===== src/apd_pkg.sv =====
/*
 * apd_pkg: shared constants for the asynchronous parallel display strobe
 * generator. Assumes every timing setting is given in reference clock
 * cycles of 8 ns and that the base clock period setting is even.
 */
package apd_pkg;

   // ---------------------------------------------------------------
   // widths
   // ---------------------------------------------------------------
   localparam int DATA_W   = 16;   // display data bus
   localparam int TIME_W   = 8;    // every programmed time field
   localparam int ACC_W    = 12;   // half-step time accumulator

   // ---------------------------------------------------------------
   // clock and timing
   // ---------------------------------------------------------------
   localparam int REF_CLK_PERIOD_NS = 8;
   localparam int WAIT_DELAY_BASE   = 2;  // base-clock cycles of wait latency
   localparam logic [1:0] GAP_HALF_STEPS = 2'h2; // one base period idle gap

   // ---------------------------------------------------------------
   // access kinds
   // ---------------------------------------------------------------
   localparam logic [1:0] KIND_READ  = 2'h0;
   localparam logic [1:0] KIND_WADDR = 2'h1;
   localparam logic [1:0] KIND_WDATA = 2'h2;

   // ---------------------------------------------------------------
   // control line index, also bit position in the polarity setting
   // ---------------------------------------------------------------
   localparam int LINE_CS = 0;
   localparam int LINE_RS = 1;
   localparam int LINE_RD = 2;
   localparam int LINE_WR = 3;
   localparam int LINE_N  = 4;

   // polarity bit 0 means active low
   localparam logic [3:0] POL_RESET = 4'h0;

   typedef enum logic [1:0] {
      APD_IDLE,
      APD_ACCESS,
      APD_GAP
   } apd_state_t;

endpackage


===== src/apd_buf2.sv =====
/*
 * apd_buf2: two-entry buffer for captured read words, output side is a
 * register. Assumes one clock and an asynchronous active-low reset.
 */
`timescale 1ns/10ps
module apd_buf2 import apd_pkg::*; (
   input  wire logic              ref_clk_i,
   input  wire logic              rst_b_i,
   input  wire logic              in_valid_i,
   output logic                   in_ready_o,
   input  wire logic [DATA_W-1:0] in_data_i,
   output logic                   out_valid_o,
   input  wire logic              out_ready_i,
   output logic [DATA_W-1:0]      out_data_o
);

   logic              out_v_reg, out_v_next;
   logic [DATA_W-1:0] out_d_reg, out_d_next;
   logic              sk_v_reg,  sk_v_next;
   logic [DATA_W-1:0] sk_d_reg,  sk_d_next;

   // ---------------------------------------------------------------
   // next state: drain first, then refill from the spare slot
   // ---------------------------------------------------------------
   always_comb begin
      out_v_next = out_v_reg;
      out_d_next = out_d_reg;
      sk_v_next  = sk_v_reg;
      sk_d_next  = sk_d_reg;
      if (out_v_reg && out_ready_i) begin
         out_v_next = 1'b0;
      end
      if (sk_v_reg && !out_v_next) begin
         out_v_next = 1'b1;
         out_d_next = sk_d_reg;
         sk_v_next  = 1'b0;
      end
      // spare slot is free whenever in_ready_o is high
      if (in_valid_i && !sk_v_reg) begin
         if (!out_v_next) begin
            out_v_next = 1'b1;
            out_d_next = in_data_i;
         end else begin
            sk_v_next = 1'b1;
            sk_d_next = in_data_i;
         end
      end
   end

   // registers
   always_ff @(posedge ref_clk_i or negedge rst_b_i) begin
      if (!rst_b_i) begin
         out_v_reg <= 1'b0;
         out_d_reg <= '0;
         sk_v_reg  <= 1'b0;
         sk_d_reg  <= '0;
      end else begin
         out_v_reg <= out_v_next;
         out_d_reg <= out_d_next;
         sk_v_reg  <= sk_v_next;
         sk_d_reg  <= sk_d_next;
      end
   end

   assign in_ready_o  = !sk_v_reg;  // full only when both slots hold words
   assign out_valid_o = out_v_reg;
   assign out_data_o  = out_d_reg;

endmodule // apd_buf2


===== src/apd_strobe_gen.sv =====
/*
 * apd_strobe_gen: access-level timing for a system 80 / 68k style
 * asynchronous parallel display port. Assumes the settings stay stable
 * during an access, pins are synchronous to ref_clk_i, and the base clock
 * period setting is an even count of reference cycles, at least 2.
 */
`timescale 1ns/10ps
// What this block does
// - Each control line has a software polarity bit; zero means active low.
// - Read, address write and data write each use their own access length.
// - Access lasts programmed length rounded up to whole base-clock periods, at least one period.
// - Chip select asserts at its up point, rounded up to half periods.
// - Chip select releases at its down point, rounded up to half periods.
// - Register select switches at its own up and down half-period points.
// - Read strobe pulses only in reads, between its up and down points.
// - Write strobe pulses only in writes, between its up and down points.
// - One read data capture per read, at operand rounded up to periods.
// - Capture point comes from the operand given with the read command.
// - Wait acts two base clocks late; current access ends, next one held.
// - Single access mode idles all control lines one base period after access.
module apd_strobe_gen import apd_pkg::*; (
   input  wire logic              ref_clk_i,
   input  wire logic              rst_b_i,
   input  wire logic [3:0]        control_polarity_setting_i,
   input  wire logic [TIME_W-1:0] base_clock_period_setting_i,
   input  wire logic [TIME_W-1:0] access_len_read_i,
   input  wire logic [TIME_W-1:0] access_len_waddr_i,
   input  wire logic [TIME_W-1:0] access_len_wdata_i,
   input  wire logic [TIME_W-1:0] cs_assert_point_i,
   input  wire logic [TIME_W-1:0] cs_release_point_i,
   input  wire logic [TIME_W-1:0] rs_assert_point_i,
   input  wire logic [TIME_W-1:0] rs_release_point_i,
   input  wire logic [TIME_W-1:0] rd_assert_point_i,
   input  wire logic [TIME_W-1:0] rd_release_point_i,
   input  wire logic [TIME_W-1:0] wr_assert_point_i,
   input  wire logic [TIME_W-1:0] wr_release_point_i,
   input  wire logic              single_mode_i,
   input  wire logic              cmd_valid_i,
   output logic                   cmd_ready_o,
   input  wire logic [1:0]        cmd_kind_i,
   input  wire logic [DATA_W-1:0] cmd_wdata_i,
   input  wire logic [TIME_W-1:0] read_capture_operand_i,
   input  wire logic              display_wait_input_i,
   input  wire logic [DATA_W-1:0] disp_data_i,
   output logic [DATA_W-1:0]      disp_data_o,
   output logic                   disp_data_oe_b_o,
   output logic                   chip_select_o,
   output logic                   register_select_o,
   output logic                   read_strobe_o,
   output logic                   write_strobe_o,
   output logic                   rdata_valid_o,
   input  wire logic              rdata_ready_i,
   output logic [DATA_W-1:0]      rdata_o,
   output logic                   busy_o
);

   // ---------------------------------------------------------------
   // helpers
   // ---------------------------------------------------------------
   // time value doubled to accumulator width
   function automatic logic [ACC_W-1:0] dbl(input logic [TIME_W-1:0] t);
      return {3'h0, t, 1'b0};
   endfunction

   // line is active from ceil(2*up/P) to ceil(2*max(dn,up)/P) half steps
   function automatic logic in_win(input logic [ACC_W-1:0] acc,
                                   input logic [TIME_W-1:0] up,
                                   input logic [TIME_W-1:0] dn);
      logic [TIME_W-1:0] dn_c;
      dn_c = (dn < up) ? up : dn;
      return (acc >= dbl(up)) && (acc < dbl(dn_c));
   endfunction

   // ---------------------------------------------------------------
   // declarations
   // ---------------------------------------------------------------
   apd_state_t        state_reg, state_next;
   logic [1:0]        kind_reg, kind_next;
   logic [DATA_W-1:0] wd_reg, wd_next;
   logic [TIME_W-1:0] op_reg, op_next;
   logic [ACC_W-1:0]  acc_reg, acc_next;
   logic              ph_reg, ph_next;
   logic [TIME_W-2:0] div_reg, div_next;
   logic              wph_reg, wph_next;
   logic [1:0]        wait_q_reg, wait_q_next;
   logic              cap_reg, cap_next;
   logic [1:0]        gcnt_reg, gcnt_next;
   logic              rdy_reg, rdy_next;
   logic [3:0]        act_reg, act_next;
   logic [3:0]        pin_reg, pin_next;
   logic              oe_b_reg, oe_b_next;
   logic              busy_reg, busy_next;
   logic [TIME_W-2:0] half_len;
   logic              half_tick, start, end_now, cap_now;
   logic [TIME_W-1:0] len_sel;
   logic [TIME_W-1:0] up_a [LINE_N];
   logic [TIME_W-1:0] dn_a [LINE_N];
   logic [3:0]        line_en;
   logic              buf_in_ready;

   assign up_a[LINE_CS] = cs_assert_point_i;
   assign dn_a[LINE_CS] = cs_release_point_i;
   assign up_a[LINE_RS] = rs_assert_point_i;
   assign dn_a[LINE_RS] = rs_release_point_i;
   assign up_a[LINE_RD] = rd_assert_point_i;
   assign dn_a[LINE_RD] = rd_release_point_i;
   assign up_a[LINE_WR] = wr_assert_point_i;
   assign dn_a[LINE_WR] = wr_release_point_i;

   // half a base period in reference cycles, never below one
   assign half_len  = (base_clock_period_setting_i[TIME_W-1:1] == '0) ? 7'h01
                                                                        : base_clock_period_setting_i[TIME_W-1:1];
   // >= so a period setting shrunk mid-count cannot leave the divider wrapping
   assign half_tick = (div_reg >= half_len - 7'h01);
   assign start     = (state_reg == APD_IDLE) && cmd_valid_i && rdy_reg;

   always_comb begin
      case (kind_reg)
         KIND_READ:  len_sel = access_len_read_i;
         KIND_WADDR: len_sel = access_len_waddr_i;
         default:    len_sel = access_len_wdata_i;
      endcase
   end

   // ---------------------------------------------------------------
   // sequencer
   // ---------------------------------------------------------------
   always_comb begin
      state_next  = state_reg;
      kind_next   = kind_reg;
      wd_next     = wd_reg;
      op_next     = op_reg;
      acc_next    = acc_reg;
      ph_next     = ph_reg;
      cap_next    = cap_reg;
      gcnt_next   = gcnt_reg;
      wph_next    = half_tick ? ~wph_reg : wph_reg;
      div_next    = half_tick ? '0 : div_reg + 7'h01;
      end_now     = 1'b0;
      cap_now     = 1'b0;
      // wait pipeline, two base periods deep
      wait_q_next = (half_tick && wph_reg) ? {wait_q_reg[0], display_wait_input_i} : wait_q_reg;
      case (state_reg)
         APD_IDLE: begin
            if (start) begin
               // operand latched with the read command
               state_next = APD_ACCESS;
               kind_next  = cmd_kind_i;
               wd_next    = cmd_wdata_i;
               op_next    = read_capture_operand_i;
               acc_next   = '0;
               ph_next    = 1'b0;
               cap_next   = 1'b0;
               div_next   = '0;
            end
         end
         APD_ACCESS: begin
            if (half_tick) begin
               acc_next = acc_reg + {4'h0, base_clock_period_setting_i};
               ph_next  = ~ph_reg;
               // end on a whole period, at least one period long
               end_now  = !ph_next && (acc_next >= dbl(len_sel)) &&
                          (acc_next >= dbl(base_clock_period_setting_i));
            end
            // single capture on a whole period, or at the end at latest
            cap_now = (kind_reg == KIND_READ) && !cap_reg &&
                      ((half_tick && !ph_next && (acc_next >= dbl(op_reg))) || end_now);
            if (cap_now) begin
               cap_next = 1'b1;
            end
            if (end_now) begin
               state_next = single_mode_i ? APD_GAP : APD_IDLE;
               gcnt_next  = '0;
            end
         end
         APD_GAP: begin
            if (half_tick) begin
               gcnt_next = gcnt_reg + 2'h1;
               if (gcnt_next == GAP_HALF_STEPS) begin
                  state_next = APD_IDLE;
               end
            end
         end
         default: state_next = APD_IDLE;
      endcase
      // hold off new access while wait is seen; buffer space is also
      // required so a read can never find the buffer full
      rdy_next  = (state_reg == APD_IDLE) && (state_next == APD_IDLE) &&
                  !wait_q_next[1] && buf_in_ready;
      oe_b_next = !((state_next == APD_ACCESS) && (kind_next != KIND_READ));
      busy_next = (state_next != APD_IDLE);
   end

   always_ff @(posedge ref_clk_i or negedge rst_b_i) begin
      if (!rst_b_i) begin
         state_reg  <= APD_IDLE;
         kind_reg   <= KIND_READ;
         wd_reg     <= '0;
         op_reg     <= '0;
         acc_reg    <= '0;
         ph_reg     <= 1'b0;
         div_reg    <= '0;
         wph_reg    <= 1'b0;
         wait_q_reg <= 2'h0;
         cap_reg    <= 1'b0;
         gcnt_reg   <= 2'h0;
         rdy_reg    <= 1'b0;
         oe_b_reg   <= 1'b1;
         busy_reg   <= 1'b0;
      end else begin
         state_reg  <= state_next;
         kind_reg   <= kind_next;
         wd_reg     <= wd_next;
         op_reg     <= op_next;
         acc_reg    <= acc_next;
         ph_reg     <= ph_next;
         div_reg    <= div_next;
         wph_reg    <= wph_next;
         wait_q_reg <= wait_q_next;
         cap_reg    <= cap_next;
         gcnt_reg   <= gcnt_next;
         rdy_reg    <= rdy_next;
         oe_b_reg   <= oe_b_next;
         busy_reg   <= busy_next;
      end
   end

   // ---------------------------------------------------------------
   // control lines
   // ---------------------------------------------------------------
   // read strobe only in reads, write strobe only in writes
   assign line_en = {kind_next != KIND_READ, kind_next == KIND_READ, 2'b11};

   genvar gi;
   generate
      for (gi = 0; gi < LINE_N; gi++) begin : g_line
         always_comb begin
            act_next[gi] = (state_next == APD_ACCESS) && line_en[gi] &&
                           in_win(acc_next, up_a[gi], dn_a[gi]);
            pin_next[gi] = control_polarity_setting_i[gi] ? act_next[gi] : ~act_next[gi];
         end
         always_ff @(posedge ref_clk_i or negedge rst_b_i) begin
            if (!rst_b_i) begin
               act_reg[gi] <= 1'b0;
               pin_reg[gi] <= ~POL_RESET[gi];
            end else begin
               act_reg[gi] <= act_next[gi];
               pin_reg[gi] <= pin_next[gi];
            end
         end
      end
   endgenerate

   // read word buffer; a stalled reader holds off the next command
   apd_buf2 u_buf (
      .ref_clk_i   (ref_clk_i),
      .rst_b_i     (rst_b_i),
      .in_valid_i  (cap_now),
      .in_ready_o  (buf_in_ready),
      .in_data_i   (disp_data_i),
      .out_valid_o (rdata_valid_o),
      .out_ready_i (rdata_ready_i),
      .out_data_o  (rdata_o)
   );

   assign chip_select_o     = pin_reg[LINE_CS];
   assign register_select_o = pin_reg[LINE_RS];
   assign read_strobe_o     = pin_reg[LINE_RD];
   assign write_strobe_o    = pin_reg[LINE_WR];
   assign disp_data_o       = wd_reg;
   assign disp_data_oe_b_o  = oe_b_reg;
   assign cmd_ready_o       = rdy_reg;
   assign busy_o            = busy_reg;

   logic [9:0] len_cnt_reg;
   logic [1:0] cap_cnt_reg;
   always_ff @(posedge ref_clk_i or negedge rst_b_i) begin
      if (!rst_b_i) begin
         len_cnt_reg <= '0;
         cap_cnt_reg <= '0;
      end else begin
         len_cnt_reg <= start ? 10'h001 : ((state_reg == APD_ACCESS) ? len_cnt_reg + 10'h001 : len_cnt_reg);
         cap_cnt_reg <= start ? 2'h0 : (cap_now ? cap_cnt_reg + 2'h1 : cap_cnt_reg);
      end
   end
   wire acc_exit = (state_reg == APD_ACCESS) && (state_next != APD_ACCESS);
endmodule // apd_strobe_gen


===== config.mk =====
export PLATFORM = sky130hd
export DESIGN_NAME = apd_strobe_gen
export DESIGN_NICKNAME = d
export VERILOG_FILES = /design/src/apd_pkg.sv /design/src/apd_buf2.sv /design/src/apd_strobe_gen.sv
export SDC_FILE = /design/constraint.sdc
export NUM_CORES = 1
export LEC_CHECK = 0
export ABC_AREA = 1
export BUFFER_PORTS_ARGS = -buffer_cell sky130_fd_sc_hd__buf_2
export CAP_MARGIN = 20
export CORE_ASPECT_RATIO = 0.75
export CORE_MARGIN = 2
export CORE_UTILIZATION = 50
export CTS_CLUSTER_SIZE = 25
export DETAILED_ROUTE_END_ITERATION = 8
export PLACE_DENSITY = 0.75
export SLEW_MARGIN = 10
export SYNTH_ARGS = -nofsm -noshare
export SYNTH_HDL_FRONTEND = slang
export SYNTH_SLANG_ARGS = --single-unit

===== constraint.sdc =====
create_clock -name ref_clk_i -period 4.4 [get_ports ref_clk_i]
set_input_delay 0.44 -clock ref_clk_i [delete_from_list [all_inputs] [get_ports ref_clk_i]]
set_output_delay 0.44 -clock ref_clk_i [all_outputs]
set_load 0.005 [all_outputs]

==> results by group <==
Job
  • Max Cap Viol: 0

STA
  • RSZ-0062 raised after global routing: yes
  • Minimum clock period: 4.22 ns
  • Worst Tran Pin Value: 0.874 ns
  • Max-slew headroom: 0.417
  • Final hold violation count: 0
  • Final setup skew: 0.0116 ns
  • Slew Limit Fails: 0
  • Max Freq: 237 MHz
  • Setup violators final: 0
  • Period utilisation layout: 0.958

Placed design
  • HPWL after detailed placement: 18000 um
  • Dpl cells: 1536
  • Port bufs: 187
  • Placed inst area: 0.00965 mm^2
  • RD Place Congestion: 0.923

Synth
  • Mapped Nets: 1407
  • Mapped cell area: 0.00825 mm^2
  • Synthesized instance count: 1127
  • Largest cells by area after synthesis: dfrtp_1, ha_1, nand2_1
  • Sequential area share after synthesis: 0.289
  • Ys flop type: dfrtp_1
  • Area fraction of the dominant cell type after synthesis: 0.273
  • Number of synthesized flops with an enable pin: 0
  • Synth warn: 0
  • Async S/R FF share, synth: 1.00
  • Cell taking the most area after synthesis: dfrtp_1
  • Flops & latches, synth: 95
  • Mean area per synthesized cell: 7.32 um^2
  • Post-synth cell types: 44

GRT
  • Initial antenna violation count: 0
  • Total gr overflow: 0
  • First-pass GRT wire length: 36400 um
  • Largest net degree at the start of global routing: 63
  • All-layer global routing usage: 0.253
  • Vias in the first global route: 7544

Critical path
  • Worst Path Arrival: 4.50 ns
  • Peak per-stage delay on the critical path: 0.32 ns
  • Most frequent CP cell: nand2_1
  • Worst setup EP type: flip-flop
  • Slowest CP cell: ha_1
  • Flop2flop setup slack: 0.54 ns
  • Crit path kind: input pin to flip-flop
  • Crit Path Max Fanout: 5
  • CP Data Required Time: 4.68 ns
  • Startpoint Class: input pin

Floorplan
  • Die Ht: 115 um
  • Placement Rows: 40
  • Starting Density: 0.513
  • Die Area: 0.0176 mm^2
  • I/O pin count: 188
  • Core area: 0.0161 mm^2
  • Die Span X: 152 um

Hold path
  • Class of the worst hold path: input pin to asynchronous set/reset pin

Clocking
  • CTS tree: built
  • H-tree depth: 3
  • # hold bufs at CTS: 0
  • CTS Buffer Depth: 2
  • Clock sinks: 95
  • Number of buffers created by CTS: 9
  • Worst-path clk slew: 0.07 ns
  • CTS root buf: clkbuf_16
  • Clock Latency Late Sink: 0.35 ns

Finish
  • Most common cell after layout, fill and taps aside: nand2_1
  • FILL cells: 1462
  • Layout Nets: 1625
  • Antenna diodes: 0
  • Non-Filler Instances: 1560
  • Final instance area: 0.0101 mm^2
  • Share of cells above drive strength 1: 0.233
  • Most frequent cells in the layout: nand2_1, buf_2, ha_1, inv_1, dfrtp_1
  • Finished Core Util: 0.627
  • Area Overhead vs Synth: 22.2%

Route
  • Initial DRC count: 609
  • Via Count: 8121
  • Drt via density: 5.21
  • Per-cell routed wire length: 14.4 um
  • Routed WL: 22500 um
  • Remaining DRCs: 0
  • DRT antenna net count: 0
  • Drt pass-1 iters: 5

Outcome
  • Outcome: finished, final reports clean

Power
  • Power Density: 531 mW/mm^2
  • Maximum vdd drop: 0.241 mV
  • P_leak: 5.84 nW
==> cell usage after synthesis, types with 3 or more instances <==
library cell,n
o21bai_1,7
nand2_2,14
nor2_1,79
ha_1,131
o22ai_1,9
clkbuf_1,16
mux2_2,18
xor2_1,12
xnor2_1,5
nand3b_1,4
buf_2,4
nand2_1,352
inv_2,7
inv_1,126
nor3_1,16
a21oi_1,69
nand4_1,45
dfstp_2,5
nand3_1,44
dfrtp_1,90
o21ai_0,28
clkinv_1,3
a211oi_1,9
o21a_1,5
==> kinds of logic (layout without fill, tap and decap cells) <==
group | after synthesis | in the layout | synth area share
multiplexers | 18 | 18 | 0.0246
XOR/XNOR | 17 | 17 | 0.0180
flip-flops | 95 | 95 | 0.289
buffers and inverters | 160 | 380 | 0.0763
AO/OA/AOI/OAI | 139 | 139 | 0.0957
AND/OR/NAND/NOR | 566 | 569 | 0.295
adder cells (fa/ha/maj) | 132 | 132 | 0.201
==> cell type report <==
cell class / count / area, um^2 / share of cell area
Inverter: 136 / 510 / 0.0507
Tap cell: 210 / 263 / 0.0261
Timing Repair Buffer: 228 / 1290 / 0.128
Multi-Input combinational cell: 875 / 5340 / 0.530
Clock buffer: 10 / 239 / 0.0237
Clock inverter: 6 / 57.6 / 0.00571
Sequential cell: 95 / 2380 / 0.236
==> through the flow <==
step	setup WS, ns	hold WS (ns)	TNS, ns	power [W]
2_1_floorplan	0.0172	0.144	0	0.00339
3_3_place_gp	0.0209	0.454	0	0.00437
3_5_place_dp	-0.180	0.459	-2.11	0.00446
4_1_cts	0.163	0.203	0	0.00526
5_1_grt	-0.142	0.243	-0.384	0.00591
6_report	0.185	0.172	0	0.00535
==> repair_timing <==
action / CTS / global route
setup buffers: 0 / 5
resized for setup: 0 / 24
setup endpoints to repair: 0 / 39
==> metal layers <==
layer | up-vias | global-route usage | wire, um
met1 | 3692 | 0.366 | 10800
met3 | 21 | 0.0418 | 1390
li1 | 4173 | - | -
met2 | 235 | 0.407 | 10100
met4 | 0 | 0.0424 | 244
met5 | - | 0 | 0
==> final timing paths <==
path	startpoint	endpoint	depth (start not counted)
setup / recovery	base_clock_period_setting_i[4]	register_select_o	31
hold / removal	rst_b_i	acc_reg[3]	1
setup reg to reg	acc_reg[0]	register_select_o	23
hold reg to reg	u_buf.sk_d_reg[0]	u_buf.sk_d_reg[0]	2
max in group asynchronous	rst_b_i	u_buf.out_data_o[0]	2
min in group ref_clk_i	cmd_wdata_i[3]	disp_data_o[3]	3
==> power by group <==
part           switching (W)  internal (W)  total [W]  leakage (nW)
sequential          0.000168       0.00113    0.00130          1.23
clock               0.000371      0.000413   0.000784         0.147
combinational        0.00197       0.00130    0.00327          4.46
==> worst max-delay path: cells and delay by family <==
kind	cells	cell delay, ns
buffers and inverters	5	0.50
xor gates and xnor gates	1	0.17
adders and majority gates	3	0.83
and+or+nand+nor	17	1.76
AOI/OAI and AO/OA	5	0.83
Note: power is estimated with default switching activity, not from simulation.
